File: config.mk
export PLATFORM = sky130hd
export DESIGN_NAME = keypad_wake_unit
export DESIGN_NICKNAME = d
export VERILOG_FILES = /design/src/rtl/keypad_pkg.sv /design/src/rtl/keypad_wake_unit.sv /design/src/rtl/pin_sync.sv
export SDC_FILE = /design/constraint.sdc
export NUM_CORES = 1
export LEC_CHECK = 0
export ABC_AREA = 1
export ABC_CLOCK_PERIOD_IN_PS = 1370
export BUFFER_PORTS_ARGS = -buffer_cell sky130_fd_sc_hd__buf_2
export CAP_MARGIN = 20
export CORE_MARGIN = 10
export CORE_UTILIZATION = 44
export CTS_CLUSTER_DIAMETER = 50
export DETAILED_ROUTE_END_ITERATION = 16
export GPL_ROUTABILITY_DRIVEN = 0
export PLACE_DENSITY = 0.87
export SETUP_SLACK_MARGIN = 0.4
export SLEW_MARGIN = 15
export SYNTH_ARGS = -nofsm -noshare
export SYNTH_HDL_FRONTEND = slang
export SYNTH_SLANG_ARGS = --single-unit
File: constraint.sdc
create_clock -name MCLK -period 1.37 [get_ports MCLK]
set_clock_uncertainty 0.2 [all_clocks]
set_input_delay 0.0685 -clock MCLK [delete_from_list [all_inputs] [get_ports MCLK]]
set_output_delay 0.0685 -clock MCLK [all_outputs]
set_load 0.005 [all_outputs]
File: src/rtl/keypad_pkg.sv
`default_nettype none
package keypad_pkg;
  // ---------------------------------------------------------------
  // Widths and reset values
  // ---------------------------------------------------------------
  localparam int unsigned PIN_COUNT = 8;
  localparam int unsigned SYNC_STAGES = 2;
  localparam logic [7:0] PIN_ENABLE_RST = 8'h00;
  localparam logic [7:0] POLARITY_RST = 8'h00;
  localparam logic FLAG_RST = 1'h0;
  localparam logic [7:0] SYNC_RST = 8'h00;
  localparam logic POL_PULL_UP = 1'h0;
  localparam logic POL_PULL_DOWN = 1'h1;
  // ---------------------------------------------------------------
  // Arm state machine
  // ---------------------------------------------------------------
  typedef enum logic [1:0] {
    ARM_WAIT_IDLE = 2'h0,
    ARM_READY = 2'h1,
    ARM_HELD = 2'h3
  } arm_state_t;
endpackage
`default_nettype wire

File: src/rtl/keypad_wake_unit.sv
`timescale 1ns/10ps
`default_nettype none
module keypad_wake_unit #(
  parameter int unsigned PINS = keypad_pkg::PIN_COUNT
) (
  input wire logic MCLK,
  input wire logic RST,
  input wire logic [PINS-1:0] KEY_INPUT_PIN,
  input wire logic [PINS-1:0] PIN_DETECT_ENABLE,
  input wire logic [PINS-1:0] PIN_POLARITY_SELECT,
  input wire logic [PINS-1:0] PORT_PULL_ENABLE,
  input wire logic DETECT_LEVEL_SELECT,
  input wire logic KEY_IRQ_ENABLE,
  input wire logic KEY_FLAG_ACK,
  output logic KEY_EVENT_FLAG,
  output logic KEY_IRQ,
  output logic KEY_FLAG_ACK_READ,
  output logic [PINS-1:0] PULL_UP_EN,
  output logic [PINS-1:0] PULL_DOWN_EN
);
  // ---------------------------------------------------------------
  // Helper functions
  // ---------------------------------------------------------------
  // Map a sampled level to its asserted sense
  function automatic logic [PINS-1:0] to_asserted(
    input logic [PINS-1:0] level,
    input logic [PINS-1:0] polarity
  );
    to_asserted = level ^ ~polarity;
  endfunction

  // Keep only the bits selected by a mask
  function automatic logic [PINS-1:0] gate_enabled(
    input logic [PINS-1:0] bits,
    input logic [PINS-1:0] enable
  );
    gate_enabled = bits & enable;
  endfunction

  // Reduce a pin vector to one flag
  function automatic logic any_set(
    input logic [PINS-1:0] bits
  );
    any_set = |bits;
  endfunction

  // ---------------------------------------------------------------
  // Synchronise and normalise polarity
  // ---------------------------------------------------------------
  logic [PINS-1:0] pin_sync_w;
  logic [PINS-1:0] asserted_w;
  logic [PINS-1:0] asserted_prev_r;
  logic [PINS-1:0] enable_prev_r;

  pin_sync #(
    .WIDTH(PINS)
  ) u_sync (
    .MCLK(MCLK),
    .RST(RST),
    .async_in(KEY_INPUT_PIN),
    .sync_out(pin_sync_w)
  );

  // Asserted level is 0 for falling polarity, 1 for rising
  assign asserted_w = to_asserted(pin_sync_w, PIN_POLARITY_SELECT);

  // ---------------------------------------------------------------
  // Detection terms
  // ---------------------------------------------------------------
  logic [PINS-1:0] active_w;
  logic any_asserted_w;
  logic all_idle_w;
  logic edge_w;
  logic level_w;
  logic set_w;
  logic clear_w;

  logic [PINS-1:0] was_idle_w;
  logic [PINS-1:0] pin_edge_w;

  assign active_w = gate_enabled(asserted_w, PIN_DETECT_ENABLE);
  assign any_asserted_w = any_set(active_w);
  assign all_idle_w = ~any_asserted_w;
  // Edge: deasserted last cycle, asserted now, pin enabled in both cycles
  assign was_idle_w = gate_enabled(~asserted_prev_r, enable_prev_r);
  assign pin_edge_w = gate_enabled(active_w, was_idle_w);
  assign edge_w = any_set(pin_edge_w);
  assign level_w = DETECT_LEVEL_SELECT & any_asserted_w;

  // ---------------------------------------------------------------
  // Arm state machine
  // ---------------------------------------------------------------
  keypad_pkg::arm_state_t arm_r;
  keypad_pkg::arm_state_t arm_nxt;
  logic edge_valid_w;

  logic arm_ready_w;

  assign arm_ready_w = (arm_r == keypad_pkg::ARM_READY);
  assign edge_valid_w = arm_ready_w & edge_w;

  always_comb begin
    arm_nxt = arm_r;
    case (arm_r)
      keypad_pkg::ARM_WAIT_IDLE: begin
        if (all_idle_w) begin
          arm_nxt = keypad_pkg::ARM_READY;
        end
      end
      keypad_pkg::ARM_READY: begin
        if (edge_w) begin
          arm_nxt = keypad_pkg::ARM_HELD;
        end
      end
      keypad_pkg::ARM_HELD: begin
        if (all_idle_w) begin
          arm_nxt = keypad_pkg::ARM_READY;
        end
      end
      default: begin
        arm_nxt = keypad_pkg::ARM_WAIT_IDLE;
      end
    endcase
  end

  // ---------------------------------------------------------------
  // Event flag
  // ---------------------------------------------------------------
  logic flag_r;
  logic flag_nxt;

  assign set_w = edge_valid_w | level_w;
  assign clear_w = KEY_FLAG_ACK;
  // Set wins over acknowledge; level mode holds via level_w
  assign flag_nxt = set_w ? 1'h1 : (clear_w ? 1'h0 : flag_r);

  // ---------------------------------------------------------------
  // Arm state register
  // ---------------------------------------------------------------
  always_ff @(posedge MCLK) begin
    if (RST) begin
      arm_r <= keypad_pkg::ARM_WAIT_IDLE;
    end else begin
      arm_r <= arm_nxt;
    end
  end

  // ---------------------------------------------------------------
  // Event flag register
  // ---------------------------------------------------------------
  always_ff @(posedge MCLK) begin
    if (RST) begin
      flag_r <= keypad_pkg::FLAG_RST;
    end else begin
      flag_r <= flag_nxt;
    end
  end

  // ---------------------------------------------------------------
  // Previous asserted sense
  // ---------------------------------------------------------------
  always_ff @(posedge MCLK) begin
    if (RST) begin
      asserted_prev_r <= keypad_pkg::SYNC_RST;
    end else begin
      asserted_prev_r <= asserted_w;
    end
  end

  // ---------------------------------------------------------------
  // Previous pin enables
  // ---------------------------------------------------------------
  always_ff @(posedge MCLK) begin
    if (RST) begin
      enable_prev_r <= keypad_pkg::PIN_ENABLE_RST;
    end else begin
      enable_prev_r <= PIN_DETECT_ENABLE;
    end
  end

  // ---------------------------------------------------------------
  // Outputs
  // ---------------------------------------------------------------
  assign KEY_EVENT_FLAG = flag_r;
  assign KEY_IRQ = flag_r & KEY_IRQ_ENABLE;
  assign KEY_FLAG_ACK_READ = 1'h0;
  assign PULL_UP_EN = gate_enabled(~PIN_POLARITY_SELECT, PORT_PULL_ENABLE);
  assign PULL_DOWN_EN = gate_enabled(PIN_POLARITY_SELECT, PORT_PULL_ENABLE);
endmodule // keypad_wake_unit
`default_nettype wire

File: src/rtl/pin_sync.sv
`timescale 1ns/10ps
`default_nettype none
module pin_sync #(
  parameter int unsigned WIDTH = 8
) (
  input wire logic MCLK,
  input wire logic RST,
  input wire logic [WIDTH-1:0] async_in,
  output logic [WIDTH-1:0] sync_out
);
  // ---------------------------------------------------------------
  // Two-stage synchroniser
  // ---------------------------------------------------------------
  logic [WIDTH-1:0] meta_r;
  logic [WIDTH-1:0] sync_r;

  always_ff @(posedge MCLK) begin
    if (RST) begin
      meta_r <= '0;
      sync_r <= '0;
    end else begin
      meta_r <= async_in;
      sync_r <= meta_r;
    end
  end

  assign sync_out = sync_r;
endmodule // pin_sync
`default_nettype wire

---- Word level (Yosys, flattened, before mapping) ----
Cells that the tools add are included.
operators by class
  equal/unequal tests ..................... 4
  reduce and logical (&&, ||, !) cells .... 6
  muxes and demuxes ....................... 5
  bitwise gates (word level) .............. 12
operator list
  cell                                           number
  bitwise AND 8 bit                              5
  inverter 8 bit                                 2
  OR reduction 8 bit                             2
  XOR 8 bit                                      1
  two-way mux 2 bit                              2
  != test 2 bit, second input constant           2
  one-hot mux 2 bit (2 select lines)             1
  bitwise AND 1 bit                              3
  == test 2 x 1 -> 1 bit, second input constant  1
  == test 2 bit, second input constant           1
  zero test 2 bit                                1
  two-way mux 1 bit                              2
  AND reduction 2 bit                            1
  nonzero test 2 bit                             1
  OR reduction 2 bit                             1
  OR 1 bit                                       1
word-level totals
  register bits ........................... 35
  input port bits ......................... 37
  output and inout port bits .............. 19
  word-level logic and storage cells ...... 33

---- Logic depth before layout (Yosys ltp) ----
  depth after elaboration ................. 8
  depth in mapped cells ................... 11
  mapped depth without buffers ............ 11

---- Hierarchy ----
From an unflattened synthesis, not the netlist that was laid out.
unflattened totals
  cells, all modules ...................... 236
  area, all modules ....................... 1592.8 µm²
by module, submodules not included
  module            instances  cells an instance  sequential area each (µm²)  area an instance (µm²)
  keypad_wake_unit  1          186                380.4                       1118.6
  pin_sync          1          50                 320.3                       474.2

---- Worst setup path before layout ----
No wires, ideal clock.
  path type ............................... register to register
  start ................................... register u_sync.sync_r[1] (netlist: u_sync.sync_out[1])
  end ..................................... register arm_r[1]
  data required time ...................... 1.038 ns
  library setup time ...................... 0.132 ns
  cell stages (with the launch flop) ...... 12
  slack ................................... 0.097 ns
  period minus slack after synthesis ...... 1.273 ns
  data arrival time ....................... 0.941 ns
  cell sequence ........................... dfxtp_1 inv_1 nand2_2 nand2_2 nand2_1 nand2_1 nor2_1 nand2_1 nand2_2 nand2_1 nand2_1 a21oi_2
on the way
  word-level cells in the longest chain between the ends .. 6
  elaborated cells on any way between the ends .. 8
RTL lines
  element                                   RTL line                 text
  from (decl)                               pin_sync.sv:15           logic [WIDTH-1:0] sync_r;
  from (signal assigned)                    pin_sync.sv:23           sync_r <= meta_r;
  XOR 8 bit (*)                             keypad_wake_unit.sv:29   to_asserted = level ^ ~polarity;
  bitwise AND 8 bit (*)                     keypad_wake_unit.sv:37   gate_enabled = bits & enable;
  bitwise AND 8 bit                         keypad_wake_unit.sv:37
  OR reduction 8 bit                        keypad_wake_unit.sv:44   any_set = |bits;
  != test 2 bit (no source line)            n/a
  AND reduction 2 bit (no source line) (*)  n/a
  to (signal assigned)                      keypad_wake_unit.sv:142  arm_r <= keypad_pkg::ARM_WAIT_IDLE;
  to (signal assigned)                      keypad_wake_unit.sv:144  arm_r <= arm_nxt;
  to (decl)                                 keypad_wake_unit.sv:93   keypad_pkg::arm_state_t arm_r;
Mark *: on every way between the ends. The rest lies on a longest branch, timed or not.
A chain may end at the register's enable or synchronous reset.

---- Worst setup path in the final report ----
  start ................................... register u_sync.sync_r[6] (netlist: u_sync.sync_out[6])
  end ..................................... register asserted_prev_r[6]
on the way
  word-level cells in the longest chain between the ends .. 1
RTL lines
  element               RTL line                 text
  XOR 8 bit             keypad_wake_unit.sv:29
  to (signal assigned)  keypad_wake_unit.sv:164  asserted_prev_r <= keypad_pkg::SYNC_RST;
  to (signal assigned)  keypad_wake_unit.sv:166  asserted_prev_r <= asserted_w;
  to (decl)             keypad_wake_unit.sv:52   logic [PINS-1:0] asserted_prev_r;
Every way passes these cells.

==> reports/qor.yml <==
finish:
  drive_above_1_share_pct: 37.3
  utilization_pct: 66.7
  fin_area_um2: 2260
  syn2layout_area_growth_pct: 44.5
  fin_nets: 357
  antennaDiodeCount: 0
  fin_cells: 365
  fillCellCount: 273
worst_setup_path:
  crit_fanout: 2
  cp_common_cell: "buf_4"
  critical_path_arrival_ns: 1.50
  crit_family: "buffers and inverters"
  worstSetupPathType: "flop to flop"
  cp.required_ns: 1.45
  critPathMaxStageDelay_ns: 0.33
  path_buf_inv: 6
  path_cells: "inv_1 > nand2_2 > buf_4 > buf_4 > buf_4 > buf_4 > buf_4 > a21oi_1"
  endpoint_kind: "flop"
  startpoint_type: "flop"
  cp_slowest_cell: "dfxtp_2"
yosys:
  synth-adder-area-share_pct: 1.60
  synth_edf_count: 0
  ys_top_cells_by_area: "dfxtp_1 45%, inv_1 15%, nand2_1 11%, nor2_1 10%, nand2_2 5.2%"
  synth_seq_cells: 35
  ys_async_sr_fraction_pct: 0
  yosys.cell_count.top_type: "inv_1"
  ys_warn_count: 0
  synthTopCellsByCount: "63 x inv_1, 45 x nand2_1, 42 x nor2_1"
  synth-xor-area-share_pct: 0
  ys.flop_type: "dfxtp_1"
  synth_compound_area_share_pct: 4.08
  post-synth-top-area-cell: "dfxtp_1"
  synth_top_family_by_area: "simple AND/OR/NAND/NOR gates"
  yosysSeqAreaShare_pct: 44.8
  synth_top_area_share_pct: 44.8
  yosys.area_share.simple_pct: 31.3
  netlist_area_um2: 1570
  syn_inst: 236
  muxShareOfSynthArea_pct: 0
  synth_fp_nets: 275
  ys_types: 16
  synth_area_per_cell_um2: 6.63
sta:
  setup_viol: 4
  finalHoldViolations: 35
  slew_viol_final: 0
  finalCritPeriodShare_pct: 104
  layout_setup_ws_ns: -0.0541
  whs_ns: -0.166
  fmax_ghz: 0.702
  rsz0062_at_grt: "yes"
  finalCriticalPeriod_ns: 1.42
clock_network:
  cts_buffers: 5
  clkTransAtPathRegs_ns: 0.10
  numClockSinks: 35
  clk_latency_ns: 0.34
  h-tree-depth: 2
  cts_hold_buf: 18
  cts.path.max_buffers: 2
  cts_tree: "built"
  cts-root-buf: "clkbuf_4"
grt:
  track_usage_pct: 12.5
  grt_max_degree: 36
  grt_pass1_vias: 1569
  grt_pass1_wl_mm: 6.41
  gr-total-overflow: 0
  antenna_found_initial: 0
floorplanning:
  die_width_um: 79.6
  num_io_pins: 56
  rows: 21
  die_area_um2: 6340
  fp.dieH_um: 79.6
  initial_core_util_pct: 46.2
  fp.coreArea_um2: 3390
pwr:
  peakVddDrop_mv: 0.688
  p_per_area_nw_per_um2: 974
  total_power_uw: 2200
  p_leak_uw: 0.00129
run:
  drv_cap: 0
worst_hold_path:
  holdCritPathClass: "input port to flop"
outcome:
  status: "finished, violations left"
  violations: "hold timing, setup timing"
detailed_routing:
  drc: 0
  routed_via_density: 4.17
  ant_nets: 0
  dr.pass1.iters: 4
  vias: 1521
  drt-initial-drc-count: 79
  routedWlPerCell_um: 10.3
  wirelength_mm: 3.76
placement:
  dpl.cell_count: 332
  port_buffers: 54
  dpl.hpwl_mm: 2.60
  placed_cell_area_um2: 1910
  pre_cts_slack_ns: -0.0452
## metrics by stage
stage / hold slack (ns) / setup TNS, ns
2_1_floorplan: -0.0319 / 0
3_3_place_gp: 0.0703 / 0
3_5_place_dp: 0.0734 / -0.0741
4_1_cts: -0.188 / -0.130
5_1_grt: -0.136 / -0.483
6_report: -0.166 / -0.144
## path summary, 6_finish.rpt
kind	slack [ns]	from	depth (start not counted)	endpoint
worst max-delay path	-0.05	u_sync.sync_out[6]	8	asserted_prev_r[6]
worst min-delay path	-0.17	PIN_POLARITY_SELECT[2]	3	asserted_prev_r[2]
worst max register to register	-0.05	u_sync.sync_out[6]	8	asserted_prev_r[6]
worst min register to register	0.19	u_sync.meta_r[7]	2	u_sync.sync_out[7]
## report_power, final
part / internal, µW / switching, µW / leakage, µW
clock: 302 / 329 / 0.0000386
combinational: 225 / 239 / 0.000961
sequential: 1080 / 25.2 / 0.000294
## cell type report
cell class	count	area (µm²)	share of cell area (%)
flip-flops and latches	35	712	31.5
multi-input cells	127	628	27.8
repair buffers	80	537	23.7
inverters	69	259	11.4
clock buffers	8	68.8	3.04
well taps	46	57.6	2.54
## state kept, by name (all words and copies together) (netlist names)
signal and cells:
asserted_prev_r 8, enable_prev_r 8, u_sync.meta_r 8, u_sync.sync_out 8
arm_r 2, KEY_EVENT_FLAG 1
## cells by family (layout without fill, tap and decap cells)
family,after synthesis,after routing
adder cells (fa/ha/maj),2,2
AND/OR/NAND/NOR,113,113
buffers and inverters,74,157
other,1,1
flip-flops,35,35
AO/OA/AOI/OAI,11,11
## what timing repair did
action / 4_1_cts / 5_1_grt
hold endpoints to repair: 35 / 35
setup endpoints to repair: 5 / 6
gates resized for setup: 5 / 13
pin swaps: 4 / 5
buffers inserted: 6 / 1
## tightest hold or removal path, cell delays in order
cell and delay, ns:
buf_2 0.12, nand2_1 0.07, a21oi_1 0.06
## layout by cell type (no fill, tap or decap), types with 8 or more instances in the layout
cell	n
inv_1	61
nor2_1	40
dlygate4sd3_1	18
inv_2	8
nand2_2	20
dfxtp_2	9
dfxtp_1	26
buf_2	53
nand2_1	37
a21oi_1	8
## metal layers
layer | routed length (µm) | up-vias | track usage, %
met5 | 0 | - | 0
met4 | 82 | 0 | 5.73
met3 | 252 | 7 | 4.84
met2 | 1950 | 42 | 23.4
met1 | 1470 | 646 | 11.7
li1 | - | 826 | -
Power figures use the tool's default switching activity.
